<file path="src/hw/sar_adc_consts.svh">
// Overview of operation
// - Power-on bit starts converting the selected channel back to back automatically.
// - Each conversion is a sample phase then an 8-step hold phase.
// - Conversions repeat continuously while powered on.
// - Completion sets the complete flag; no interrupt exists.
// - Result register keeps the last value until the next conversion ends.
// - Complete flag, bit 7, clears on result read or status write.
// - Status write with power on aborts, clears the flag and restarts sampling.
// - Inputs above or below the references saturate to ff or 00.
// - Channel field bits 2:0 select inputs zero to four.
// - Power-on bit 5 switches converter and amplifier together.
// - Converter clock is CPU/2, CPU, or CPU/4 from slow and fast bits.
// - Gain select bit 2 routes the input through a gain of eight.
// - Selecting the gain stage adds no startup delay.
// - Amplifier register bits 7:4 and 1:0 always read zero.
// - Converter runs in wait mode and is disabled in halt mode.
// - Result register is read-only, eight bits, reset to zero.
`ifndef SAR_ADC_CONSTS_SVH
`define SAR_ADC_CONSTS_SVH
`define ADC_CSR_OFFSET 8'h34
`define ADC_RESULT_OFFSET 8'h35
`define ADC_AMP_OFFSET 8'h36
`define CSR_DONE_BIT 7
`define CSR_FAST_BIT 6
`define CSR_PWR_BIT 5
`define AMP_SLOW_BIT 3
`define AMP_GAIN_BIT 2
`define CSR_WMASK 8'h67
`define AMP_WMASK 8'h0c
`define SAMPLE_CYCLES 4
`define SAR_STEPS 8
`endif

</file>
<file path="src/hw/sar_adc_pkg.sv">
package sar_adc_pkg;
    typedef enum logic [1:0] {ST_OFF, ST_SAMPLE, ST_HOLD} phase_t;
    typedef struct packed {
        logic [2:0] channel;
        logic sample;
        logic gain;
        logic powered;
        logic [7:0] trial;
    } analog_ctrl_t;
    typedef struct packed {
        phase_t phase;
        logic [7:0] control_status_register;
        logic [7:0] amp;
        logic [7:0] result;
        logic [7:0] sar;
        logic [7:0] bitmask;
        logic [3:0] count;
        logic [1:0] div;
        logic [31:0] rdata;
        logic ack;
        logic cmp_q1;
        logic cmp_q2;
        logic halt_q1;
        logic halt_q2;
        analog_ctrl_t actrl;
    } state_t;
endpackage : sar_adc_pkg

</file>
<file path="src/hw/sar_adc_sequencer.sv">
// The Wishbone register port was chosen for this implementation.
`include "sar_adc_consts.svh"
module sar_adc_sequencer
    import sar_adc_pkg::*;
#(
    parameter int SAMPLE_CYCLES = `SAMPLE_CYCLES
) (
    // Clock and reset
    input wire logic clk_i,
    input wire logic rst_i,
    // Wishbone slave
    input wire logic wb_cyc_i,
    input wire logic wb_stb_i,
    input wire logic wb_we_i,
    input wire logic [7:0] wb_adr_i,
    input wire logic [3:0] wb_sel_i,
    input wire logic [31:0] wb_dat_i,
    output logic [31:0] wb_dat_o,
    output logic wb_ack_o,
    // Analog front end
    input wire logic comparator_i,
    input wire logic halt_mode_i,
    output analog_ctrl_t analog_o
);
    initial begin
        if (SAMPLE_CYCLES < 1 || SAMPLE_CYCLES > 15) begin
            $error("SAMPLE_CYCLES must be 1 to 15");
        end
    end

    localparam logic [3:0] SAMPLE_LAST = 4'(SAMPLE_CYCLES - 1);

    state_t s_reg;
    state_t s_next;

    logic req;
    logic wr_csr;
    logic rd_res;
    logic wr_amp;
    logic tick;
    logic powered;

    always_comb begin
        s_next = s_reg;
        req = wb_cyc_i && wb_stb_i && !s_reg.ack;
        wr_csr = req && wb_we_i && wb_sel_i[0] && wb_adr_i == `ADC_CSR_OFFSET;
        wr_amp = req && wb_we_i && wb_sel_i[0] && wb_adr_i == `ADC_AMP_OFFSET;
        rd_res = req && !wb_we_i && wb_adr_i == `ADC_RESULT_OFFSET;
        s_next.cmp_q1 = comparator_i;
        s_next.cmp_q2 = s_reg.cmp_q1;
        s_next.halt_q1 = halt_mode_i;
        s_next.halt_q2 = s_reg.halt_q1;
        powered = s_reg.control_status_register[`CSR_PWR_BIT] && !s_reg.halt_q2;
        s_next.div = s_reg.div + 2'd1;
        if (s_reg.amp[`AMP_SLOW_BIT]) begin
            tick = s_reg.div == 2'd3;
        end else if (s_reg.control_status_register[`CSR_FAST_BIT]) begin
            tick = 1'b1;
        end else begin
            tick = s_reg.div[0];
        end
        s_next.ack = req;
        s_next.rdata = 32'h0;
        if (req && !wb_we_i) begin
            unique case (wb_adr_i)
                `ADC_CSR_OFFSET: s_next.rdata = {24'h0, s_reg.control_status_register};
                `ADC_RESULT_OFFSET: s_next.rdata = {24'h0, s_reg.result};
                `ADC_AMP_OFFSET: s_next.rdata = {24'h0, s_reg.amp & `AMP_WMASK};
                default: s_next.rdata = 32'h0;
            endcase
        end
        if (wr_amp) begin
            s_next.amp = wb_dat_i[7:0] & `AMP_WMASK;
        end
        unique case (s_reg.phase)
            ST_OFF: begin
                if (powered) begin
                    s_next.phase = ST_SAMPLE;
                    s_next.count = 4'd0;
                end
            end
            ST_SAMPLE: begin
                if (tick) begin
                    if (s_reg.count == SAMPLE_LAST) begin
                        s_next.phase = ST_HOLD;
                        s_next.sar = 8'h80;
                        s_next.bitmask = 8'h80;
                    end else begin
                        s_next.count = s_reg.count + 4'd1;
                    end
                end
            end
            ST_HOLD: begin
                if (tick) begin
                    // saturation is the natural SAR outcome
                    s_next.sar = s_reg.cmp_q2 ? s_reg.sar : s_reg.sar & ~s_reg.bitmask;
                    s_next.bitmask = s_reg.bitmask >> 1;
                    s_next.sar = s_next.sar | (s_reg.bitmask >> 1);
                    if (s_reg.bitmask == 8'h01) begin
                        s_next.result = s_reg.cmp_q2 ? s_reg.sar : s_reg.sar & 8'hfe;
                        s_next.control_status_register[`CSR_DONE_BIT] = 1'b1;
                        s_next.phase = ST_SAMPLE;
                        s_next.count = 4'd0;
                    end
                end
            end
            default: s_next.phase = ST_OFF;
        endcase
        if (rd_res && !(s_next.control_status_register[`CSR_DONE_BIT] && !s_reg.control_status_register[`CSR_DONE_BIT])) begin
            s_next.control_status_register[`CSR_DONE_BIT] = 1'b0;
        end
        if (wr_csr) begin
            s_next.control_status_register = wb_dat_i[7:0] & `CSR_WMASK;
            if (wb_dat_i[`CSR_PWR_BIT]) begin
                s_next.phase = ST_SAMPLE;
                s_next.count = 4'd0;
            end
        end
        if (!powered) begin
            s_next.phase = ST_OFF;
        end
        s_next.actrl.channel = s_next.control_status_register[2:0];
        s_next.actrl.powered = s_next.control_status_register[`CSR_PWR_BIT] && !s_reg.halt_q2;
        s_next.actrl.gain = s_next.amp[`AMP_GAIN_BIT] && s_next.control_status_register[`CSR_PWR_BIT] && !s_reg.halt_q2;
        s_next.actrl.sample = s_next.phase == ST_SAMPLE;
        s_next.actrl.trial = s_next.phase == ST_HOLD ? s_next.sar : 8'h00;
        // auto start held by ST_OFF exit
    end

    always_ff @(posedge clk_i) begin
        if (rst_i) begin
            s_reg <= '0;
            s_reg.phase <= ST_OFF;
        end else begin
            s_reg <= s_next;
        end
    end

    assign wb_dat_o = s_reg.rdata;
    assign wb_ack_o = s_reg.ack;
    assign analog_o = s_reg.actrl;
endmodule : sar_adc_sequencer

</file>
<file path="config.mk">
export PLATFORM = sky130hd
export DESIGN_NAME = sar_adc_sequencer
export DESIGN_NICKNAME = d
export VERILOG_FILES = /design/src/hw/sar_adc_pkg.sv /design/src/hw/sar_adc_sequencer.sv
export VERILOG_INCLUDE_DIRS = /design/src /design/src/hw
export SDC_FILE = /design/constraint.sdc
export NUM_CORES = 1
export LEC_CHECK = 0
export ABC_AREA = 1
export BUFFER_PORTS_ARGS = -buffer_cell sky130_fd_sc_hd__buf_4
export CAP_MARGIN = 20
export CORE_MARGIN = 2
export CORE_UTILIZATION = 30
export CTS_CLUSTER_SIZE = 10
export DETAILED_ROUTE_END_ITERATION = 6
export PLACE_DENSITY = 0.58
export SYNTH_ARGS = -nofsm -noshare
export SYNTH_HDL_FRONTEND = slang
export SYNTH_SLANG_ARGS = --single-unit
</file>
<file path="constraint.sdc">
create_clock -name clk_i -period 5.17 [get_ports clk_i]
set_clock_uncertainty 0.15 [all_clocks]
set_input_delay 0 -clock clk_i [delete_from_list [all_inputs] [get_ports clk_i]]
set_output_delay 0 -clock clk_i [all_outputs]
set_load 0.005 [all_outputs]
</file>
# After elaboration in Yosys (flattened, before gate mapping)
# Index checks and enable logic that the tools add are counted.
[word_totals] reg_bits=91 in_bits=51 out_inout_bits=47 wordCells=95
[classes] addsub=2 eq_ne=13 n_mux=27 bitwise_logic=5 reduce_logical=26
[ops] op="20-bit two-way mux" count=2
[ops] op="16-bit case mux with 2 select lines" count=1
[ops] op="8-bit by 6-bit == test with 1-bit output (second input constant)" count=3
[ops] op="8-bit case mux with 3 select lines" count=1
[ops] op="4-bit two-way mux" count=5
[ops] op="16-bit two-way mux" count=1
[ops] op="1-bit logical AND" count=14
[ops] op="4-bit case mux with 3 select lines" count=1
[ops] op="10-bit two-way mux" count=1
[ops] op="2-bit two-way mux" count=5
[ops] op="3-bit two-way mux" count=3
[ops] op="8-bit bitwise AND" count=1
[ops] op="8-bit by 1-bit == test with 1-bit output (second input constant)" count=1
[ops] op="8-bit two-way mux" count=1
[ops] op="8-bit NOT" count=1
[ops] op="8-bit by 7-bit OR with 8-bit output" count=1
[ops] op="2-bit == test (second input constant)" count=3
[ops] op="2-bit inequality test (second input constant)" count=3
[ops] op="2-bit case mux with 3 select lines" count=1
[ops] op="1-bit logical NOT" count=5
[ops] op="1-bit two-way mux" count=5
[ops] op="4-bit by 1-bit adder with 4-bit output (second input constant)" count=1
[ops] op="2-bit by 1-bit == test with 1-bit output (second input constant)" count=2
[ops] op="4-bit by 2-bit == test with 1-bit output (second input constant)" count=1
[ops] op="other kinds (8)" count=10

# Depth between registers and ports, before layout
# Gate-level depths: netlist (run 1).
[logic_depth] word_depth=13 ltp_mapped=13 mapped_depth_nobuf=13

# Worst setup path before layout (run 1)
# OpenSTA, ideal clock, no wires.
[synth_timing] path_kind="register to register" startpoint="register s_reg[97] (netlist name)" endpoint="register s_reg[61] (netlist name)" setup_ns=0.119 t_arrival_ns=1.466 required_ns=4.901 setup_slack_ns=3.436 path_stages_with_launch=8 path_buffers=0 synth_period_minus_slack_ns=1.734 cell_sequence="dfxtp_1 > inv_1 > ha_1 > inv_2 > o31ai_4 > inv_2 > o21ai_1 > a21oi_1"
[synth_via] elab_chain_len=3 elab_cells_between_ends=8 cone_classes="eq/ne (5); mux (1); reduce/logical (2)"
[synth_rtl] item="start: declaration" line="sar_adc_sequencer.sv:33" rtl="state_t s_reg;"
[synth_rtl] item="start signal: assignment" line="sar_adc_sequencer.sv:135" rtl="s_reg <= s_next;"
[synth_rtl] item="2-bit by 1-bit == test with 1-bit output / 2-bit == test (equally long branches)" line="sar_adc_sequencer.sv:75" rtl="unique case (s_reg.phase)"
[synth_rtl] item="2-bit inequality test (no line) / 2-bit nonzero test (equally long branches)"
[synth_rtl] item="4-bit AND reduction (no line)"
# Parallel ways exist; a longest one is shown, timed or not.
# A chain may end at the register's enable or synchronous reset.

# Worst setup path after layout (run 1)
[layout_timing] startpoint="input port wb_adr_i[3]" endpoint="register s_reg (netlist bit wb_dat_o[5])"
[layout_via] elab_chain_len=2 elab_cells_between_ends=4 cone_classes="eq/ne (3); mux (1)"
[layout_rtl] item="start: declaration" line="sar_adc_sequencer.sv:15" rtl="input wire logic [7:0] wb_adr_i,"
[layout_rtl] item="8-bit by 6-bit == test with 1-bit output" line="sar_adc_sequencer.sv:65" rtl="unique case (wb_adr_i)"
[layout_rtl] item="8-bit case mux with 3 select lines *" line="sar_adc_sequencer.sv:65"
# Mark *: on every way between the ends. The rest lies on a longest branch, timed or not.

==> results of run 1 <==
[cell families (layout without fill, tap and decap cells)]
group / after synthesis / after routing
buf+inv: 106 / 135
xor+xnor: 1 / 1
simple gates: 154 / 154
flops: 64 / 64
compound gates: 75 / 75
other cells: 1 / 24
fa+ha+maj: 6 / 6
[routing by layer]
layer  vias to the layer above  global-route usage [%]
met3                        14                    3.77
met2                        71                    20.1
met4                         0                    7.05
met5                         -                       0
li1                       1320                       -
met1                      1161                    14.6
[synth_stat cells, drive strengths merged (2+ instances only)]
master	number
a21boi	3
a21oi	33
a31oi	2
buf	49
clkbuf	6
dfxtp	64
ha	6
inv	50
nand2	58
nand3	13
nand4	2
nor2	69
nor3	10
o211ai	5
o21ai	26
o31ai	3
[timing repair]
item	4_1_cts	5_1_grt
endpoints found under the hold margin	42	0
resized for setup	0	0
hold buffers	24	0
[per-stage QoR]
step	instances	power, W	setup slack [ps]	hold WS, ps
CTS	595	0.00107	2220	21.4
global placement	555	0.000553	3110	59.6
finish	595	0.00106	2170	33.7
floorplan	430	0.000548	3440	-43.0
global route	595	0.00110	2070	60.6
detailed placement	555	0.000554	3070	58.1
[power breakdown]
group          switching (W)  internal (W)
Clock               0.000203      0.000302
Sequential        0.00000259      0.000496
Combinational      0.0000296     0.0000265
[final cells by class]
cell class / count / area share [%]
flip-flops and latches: 64 / 33.1
inverters: 51 / 4.95
repair buffers: 68 / 14.8
well taps: 136 / 4.40
multi-input cells: 260 / 36.6
clock inverters: 5 / 2.23
clock buffers: 11 / 3.91
[cells in the final DEF, fill, tap and decap left out, drive strengths merged, types with 11 or more instances in the layout]
cell | netlist | final
nor2 | 69 | 69
dfxtp | 64 | 64
nand2 | 58 | 58
inv | 50 | 52
buf | 49 | 44
a21oi | 33 | 33
o21ai | 26 | 26
conb | 1 | 24
dlygate4sd3 | 0 | 24
nand3 | 13 | 13
clkbuf | 6 | 11
[critical path: cells and delay by family]
family,cells,cell delay [ps]
AOI/OAI and AO/OA,1,140
and+or+nand+nor,4,450
buffers and inverters,5,2550
[how the worst min path moves through the flow]
| stage | to | slack, ps | depth (start not counted) |
|---|---|---|---|
| 6_report | wb_dat_o[2]$_SDFF_PP0_ | 30 | 8 |
| 5_1_grt | wb_dat_o[3]$_SDFF_PP0_ | 60 | 5 |
| 4_1_cts | wb_dat_o[2]$_SDFF_PP0_ | 20 | 8 |
| 3_5_place_dp | s_next[14]$_SDFF_PP0_ | 60 | 3 |
| 3_3_place_gp | s_next[14]$_SDFF_PP0_ | 60 | 3 |
| 2_1_floorplan | s_next[14]$_SDFF_PP0_ | -40 | 2 |
==> flow_metrics.tcl, run 1 <==
set metrics [dict create \
    multiInputGateArea_mm2 0.00142 \
    synthSimpleGateAreaFrac_pct 24.7 \
    start_util_pct 30.9 \
    fmax_mhz 333 \
    slowest_stage "dlygate4sd3_1" \
    routabilityCongestion 0.828 \
    ys_ff_latch 64 \
    die-height_um 107 \
    synth.yosys.seq_area_share_pct 40.2 \
    cts_sinks 64 \
    clk_pin_slew_ps 70 \
    fp.dieArea_mm2 0.0115 \
    yosysWarnings 0 \
    hold_viol 0 \
    fin_nets 511 \
    grt_pass1_vias 2387 \
    cts_tree "built" \
    holdCritPathClass "in2reg" \
    dp_hpwl_um 4840 \
    hp-start "wb_adr_i[6]" \
    fin_util_pct 37.5 \
    grt_max_degree 27 \
    startpoint "wb_adr_i[3]" \
    cp_slowest_stage_delay_ps 690 \
    synth.area.mux_share_pct 0 \
    maxCapViolCount 0 \
    syn_area_per_cell_um2 7.83 \
    synth_ff_type "dfxtp_1" \
    antenna_left 0 \
    maxSlewHeadroom_pct 61.3 \
    syn_to_final_growth_pct 21.4 \
    synth-compound-area-share_pct 14.3 \
    synthesis.area_mm2 0.00319 \
    largest_reg_flops 42 \
    grt_pass1_wl_um 11100 \
    r2r-start "wb_ack_o$_SDFF_PP0_" \
    fill_cells 1040 \
    synth_top_family_by_area "simple AND/OR/NAND/NOR gates" \
    period_minus_slack_ps 3000 \
    status "complete, no violations" \
    stdcell_area_mm2 0.00387 \
    overflow 0 \
    wl_um 6860 \
    crit_chain "dlygate4sd3_1, buf_4, nor2_2, dlygate4sd3_1, nand3_2, dlygate4sd3_1, nor2_4, dlygate4sd3_1, nand2_1, a21oi_1" \
    synth_top_area_cell "dfxtp_1" \
    synth-xor-area-share_pct 0.275 \
    wl_met1_um 3100 \
    finalCritPeriodShare_pct 58.0 \
    dr_wl_met2_um 3240 \
    first_pass_iters 5 \
    reg2reg_depth 6 \
    antenna_found_initial 0 \
    top_layer "met4" \
    die_w_um 107 \
    yosys.area_share.adder_pct 2.36 \
    crit_required_ps 5310 \
    rows 37 \
    avgRoutedWirePerCell_um 11.5 \
    p_per_area_mw_per_mm2 274 \
    drive_gt1_share_pct 24.0 \
    drc_errors 0 \
    rsz0062_at_grt "no" \
    first_iter_violations 153 \
    setup-violations-final 0 \
    place_area_mm2 0.00339 \
    io_pins 98 \
    synthCells 407 \
    clock-root-buffer "clkbuf_8" \
    clk_latency_ps 350 \
    worstMarginPinSlew_ps 580 \
    critPathCaptureType "register" \
    rrSetupSlack_ps 2960 \
    crit_end "wb_dat_o[5]$_SDFF_PP0_" \
    cts_buffer_depth 2 \
    synth_area_leaders "dfxtp_1 (40%), buf_4 (11%), nor2_1 (6.2%), nand2_1 (5.8%), a21oi_1 (4.7%)" \
    cts_buffers 9 \
    core_area_mm2 0.0103 \
    seqCellArea_mm2 0.00128 \
    dr_total_vias 2566 \
    cp_max_fo 5 \
    synth_edf_count 0 \
    setup_total_negative_slack_ps 0 \
    port_buffers 44 \
    n_antenna_cell 0 \
    vias_per_cell 4.31 \
    groute.usage.overall_pct 12.4 \
    slew_violations 0 \
    max-vdd-ir-drop_mv 0.169 \
    path_class "in2reg" \
    cts_setup_buffers 0 \
    worst_ep_arrival_time_ps 3140 \
    synthArstFlopShare_pct 0 \
    cts_max_level 3 \
    reg2reg_to "wb_dat_o[4]$_SDFF_PP0_" \
    ys_types 41 \
    synth_top_area_share_pct 40.2 \
    routed-wl-met3_um 340 \
    cp-start-kind "primary input" \
    crit_path_frequent_cell "dlygate4sd3_1" \
    p_leak_nw 1.57 \
]
Power figures use the tool's default switching activity.
==> run 2: changes to the inputs <==
ABC_AREA = 0   (was 1)
PLACE_DENSITY = 0.61   (was 0.58)
clock period = 2.7 ns   (was 5.17 ns; I/O delays follow)
==> flow_metrics.tcl, run 2 <==
set metrics [dict create \
    period_minus_slack_ps 2590 \
    maxCapViolCount 0 \
    cts_buffer_depth 2 \
    cts_max_level 3 \
    synth.yosys.seq_area_share_pct 42.0 \
    avgRoutedWirePerCell_um 13.1 \
    ys_types 48 \
    setup-violations-final 0 \
    rows 36 \
    cts_tree "built" \
    groute.usage.overall_pct 12.6 \
    final_cell_mix "dfxtp_1 (64), buf_4 (48), nor2_1 (39), dlygate4sd3_1 (25), conb_1 (24)" \
    first_iter_violations 146 \
    status "complete, no violations" \
    maxSlewHeadroom_pct 57.0 \
    drc_errors 0 \
    die_w_um 105 \
    rsz0062_at_grt "no" \
    wl_um 6680 \
    dr_total_vias 2395 \
    cts_sinks 64 \
    synthCells 327 \
    path_class "reg2reg" \
    synth_edf_count 0 \
    cp-start-kind "register" \
    fin_nets 432 \
    synthesis.area_mm2 0.00305 \
    syn_to_final_growth_pct 20.6 \
    stdcell_area_mm2 0.00368 \
    cp_max_fo 6 \
    finalCritPeriodShare_pct 96.1 \
    cts_setup_buffers 0 \
    ys_ff_latch 64 \
    port_buffers 44 \
    n_antenna_cell 0 \
    multiInputGateArea_mm2 0.00141 \
    seqCellArea_mm2 0.00128 \
    p_leak_nw 1.37 \
    yosysMostFrequentCell "dfxtp_1" \
    overflow 0 \
    clock-root-buffer "clkbuf_8" \
    antenna_left 0 \
    first_pass_iters 4 \
    synth_top_area_cell "dfxtp_1" \
    max-vdd-ir-drop_mv 0.299 \
    critPathCaptureType "register" \
    fill_cells 1012 \
    cts_buffers 9 \
    worstMarginPinSlew_ps 643 \
    syn_area_per_cell_um2 9.33 \
    routabilityCongestion 0.841 \
    holdCritPathClass "in2reg" \
    synth_common_cells "dfxtp_1 (64), buf_4 (47), nor2_1 (39)" \
    start_util_pct 31.1 \
    die-height_um 105 \
    vias_per_cell 4.68 \
    setup_total_negative_slack_ps 0 \
    clk_pin_slew_ps 70 \
    synth_top_area_share_pct 42.0 \
    crit_required_ps 2760 \
    antenna_found_initial 0 \
    p_per_area_mw_per_mm2 483 \
    reg2reg_depth 6 \
    slew_violations 0 \
    synth_area_leaders "dfxtp_1 (42%), buf_4 (12%), mux2i_1 (5.9%), nor2_1 (4.8%), a21oi_1 (2.6%)" \
    place_area_mm2 0.00326 \
    grt_max_degree 48 \
    layout_commonest_cell "dfxtp_1" \
    worst_ep_arrival_time_ps 2650 \
    hold_depth 5 \
    fp.dieArea_mm2 0.0110 \
    synth_ff_type "dfxtp_1" \
    clk_latency_ps 330 \
    grt_pass1_wl_um 11100 \
    dp_hpwl_um 4640 \
    synthArstFlopShare_pct 0 \
    io_pins 98 \
    core_area_mm2 0.00982 \
    fmax_mhz 385 \
    grt_pass1_vias 2341 \
    yosysWarnings 0 \
    largest_reg_flops 42 \
    drive_gt1_share_pct 21.1 \
    hold_viol 0 \
]
[run 2: cell families after synthesis]
| group | after synthesis | share of synthesized area, % |
|---|---|---|
| compound gates | 45 | 10.5 |
| fa+ha+maj | 6 | 2.46 |
| buf+inv | 68 | 14.5 |
| flops | 64 | 42.0 |
| mux | 20 | 6.64 |
| other cells | 1 | 0.123 |
| simple gates | 123 | 23.8 |
[run 2: power by group]
group	internal [W]	switching, W
registers	0.000950	0.00000326
clock network	0.000375	0.000353
logic	0.0000480	0.0000482
total	0.00137	0.000405
[run 2: path summary, 6_finish.rpt]
kind | start | endpoint | slack [ps]
worst min register to register | s_next[16]$_SDFF_PP0_ | s_reg[16]$_SDFF_PP0_ | 300
worst min-delay path | wb_adr_i[6] | s_reg[97]$_SDFF_PP0_ | 90
worst max-delay path | wb_ack_o$_SDFF_PP0_ | s_reg[91]$_SDFFE_PP0P_ | 110
worst max register to register | wb_ack_o$_SDFF_PP0_ | s_reg[91]$_SDFFE_PP0P_ | 110
[run 2: timing repair]
action                    CTS  global route
hold buffers               25             0
gates resized for setup     0             0
hold endpoints to repair   49             0
[run 2: layer usage]
layer,wire [µm],global-route usage (%)
met1,3150,15.9
met2,3220,20.4
met3,240,3.99
met4,69,4.29
met5,0,0
[run 2: area by class of cell]
class / count / share of cell area [%]
clock buffers: 12 / 4.22
clock inverters: 3 / 0.476
inverters: 9 / 0.918
multi-input cells: 218 / 38.4
flip-flops and latches: 64 / 34.8
well taps: 133 / 4.52
repair buffers: 73 / 16.6
[run 2: critical path, stage by stage (launching register included)]
cell,delay [ps]
dfxtp_1,310
nand3b_1,200
or3_1,500
nor3_4,430
mux2i_1,260
dlygate4sd3_1,580
nor2_1,50
[run 2: through the flow]
step | std cells | hold slack [ps] | setup slack [ps] | utilization (%) | power [W]
2_1_floorplan | 350 | -21.8 | 631 | - | 0.00104
3_3_place_gp | 472 | 64.4 | 333 | 33.2 | 0.00105
3_5_place_dp | 472 | 67.3 | 336 | 33.2 | 0.00105
4_1_cts | 512 | 79.0 | 196 | 37.5 | 0.00180
5_1_grt | 512 | 112 | 12.1 | 37.5 | 0.00185
6_report | 512 | 92.1 | 105 | 37.5 | 0.00178
==> run 3: changes to the inputs <==
ABC_AREA = 1   (was 0)
PLACE_DENSITY = 0.6   (was 0.61)
==> flow_metrics.tcl, run 3 (synthesized netlist as in run 1, its figures left out) <==
set metrics [dict create \
    status "complete, no violations" \
    cts_max_level 3 \
    slew_violations 0 \
    clk_latency_ps 340 \
    start_util_pct 30.9 \
    cp_top_family "buffers and inverters" \
    slowest_stage "dlygate4sd3_1" \
    layout_commonest_cell "dfxtp_1" \
    port_buffers 44 \
    overflow 0 \
    drc_errors 0 \
    critPathCaptureType "register" \
    wl_um 6990 \
    crit_required_ps 2770 \
    hold_viol 0 \
    maxCapViolCount 0 \
    dr_total_vias 2587 \
    setup_total_negative_slack_ps 0 \
    path_class "in2reg" \
    fmax_mhz 391 \
    crit_path_frequent_cell "dlygate4sd3_1" \
    vias_per_cell 4.36 \
    io_pins 98 \
    n_antenna_cell 0 \
    cts_buffers 9 \
    groute.usage.overall_pct 12.6 \
    grt_pass1_wl_um 11300 \
    rows 37 \
    syn_to_final_growth_pct 21.5 \
    dp_cells 555 \
    fin_cells 594 \
    place_area_mm2 0.00339 \
    fin_util_pct 37.5 \
    worstMarginPinSlew_ps 586 \
    die_w_um 107 \
    cts_buffer_depth 2 \
    die-height_um 107 \
    avgRoutedWirePerCell_um 11.8 \
    grt_max_degree 27 \
    cts_tree "built" \
    antenna_found_initial 0 \
    maxSlewHeadroom_pct 60.9 \
    p_per_area_mw_per_mm2 541 \
    seqCellArea_mm2 0.00128 \
    clk_pin_slew_ps 70 \
    dp_hpwl_um 4830 \
    rsz0062_at_grt "no" \
    finalCritPeriodShare_pct 94.6 \
    core_area_mm2 0.0103 \
    worst_ep_arrival_time_ps 2630 \
    cp-start-kind "primary input" \
    first_pass_iters 5 \
    final_cell_mix "dfxtp_1 (64), nor2_1 (53), nand2_1 (49), buf_4 (44), inv_1 (39)" \
    fin_nets 510 \
    grt_pass1_vias 2432 \
    fp.dieArea_mm2 0.0115 \
    cp_slowest_stage_delay_ps 570 \
    crit_chain "dlygate4sd3_1, buf_4, nor2_2, nand3_1, dlygate4sd3_1, nor2_1, nand2_1, o21ai_0, a21oi_1, dlygate4sd3_1" \
    fill_cells 1067 \
    routabilityCongestion 0.872 \
    p_leak_nw 1.56 \
    setup-violations-final 0 \
    multiInputGateArea_mm2 0.00142 \
    max-vdd-ir-drop_mv 0.273 \
    cts_sinks 64 \
    period_minus_slack_ps 2550 \
    crit_buf_inv 4 \
    antenna_left 0 \
    clock-root-buffer "clkbuf_8" \
    first_iter_violations 178 \
    holdCritPathClass "in2reg" \
    drive_gt1_share_pct 24.0 \
    cp_max_fo 5 \
    stdcell_area_mm2 0.00387 \
    largest_reg_flops 42 \
]
run 3: worst register-to-register path: cells and delay by family (launching register included):
kind	cells	cell delay, ps
compound gates	1	280
simple gates	10	940
fa+ha+maj	1	220
flops	1	400
run 3: timing repair:
action                                 CTS  global route
setup buffers                            0             0
hold buffers                            23             0
endpoints found under the hold margin   42             0
resized for setup                        0             0
run 3: stage by stage:
stage / total power, W / worst slack (ps) / hold WS (ps)
2_1_floorplan: 0.00105 / 966 / -43.0
3_3_place_gp: 0.00106 / 618 / 60.4
3_5_place_dp: 0.00106 / 614 / 60.4
4_1_cts: 0.00211 / 186 / 25.1
5_1_grt: 0.00217 / 33.0 / 48.5
6_report: 0.00209 / 145 / 29.1
run 3: path summary, 6_finish.rpt:
path / startpoint / end / slack, ps / cells after the start
worst min-delay path: wb_adr_i[6] / wb_dat_o[3]$_SDFF_PP0_ / 30 / 6
worst max-delay path: wb_adr_i[3] / s_reg[84]$_SDFFE_PP0P_ / 150 / 10
worst max register to register: s_reg[51]$_SDFF_PP0_ / analog_o[7]$_SDFF_PP0_ / 590 / 12
worst min register to register: s_next[14]$_SDFF_PP0_ / s_reg[14]$_SDFF_PP0_ / 250 / 2
run 3: where the power goes:
| group | switching [W] | leakage (nW) | internal, W |
|---|---|---|---|
| clock network | 0.000389 | 0.123 | 0.000643 |
| logic | 0.0000575 | 0.923 | 0.0000497 |
| registers | 0.00000484 | 0.517 | 0.000949 |
run 3: final cells by class:
class | count | area share, %
sequential | 64 | 33.1
multi-input combinational | 260 | 36.6
timing repair buffer | 67 | 14.5
clock buffer | 10 | 3.55
inverter | 51 | 4.94
tap | 136 | 4.39
clock inverter | 6 | 2.97
run 3: routing by layer:
layer | global-route usage, % | wire length (µm) | vias to the layer above
met1 | 15.2 | 3120 | 1201
met4 | 4.82 | 63 | 0
met5 | 0 | 0 | -
met3 | 3.34 | 354 | 6
li1 | - | - | 1314
met2 | 21.3 | 3450 | 66
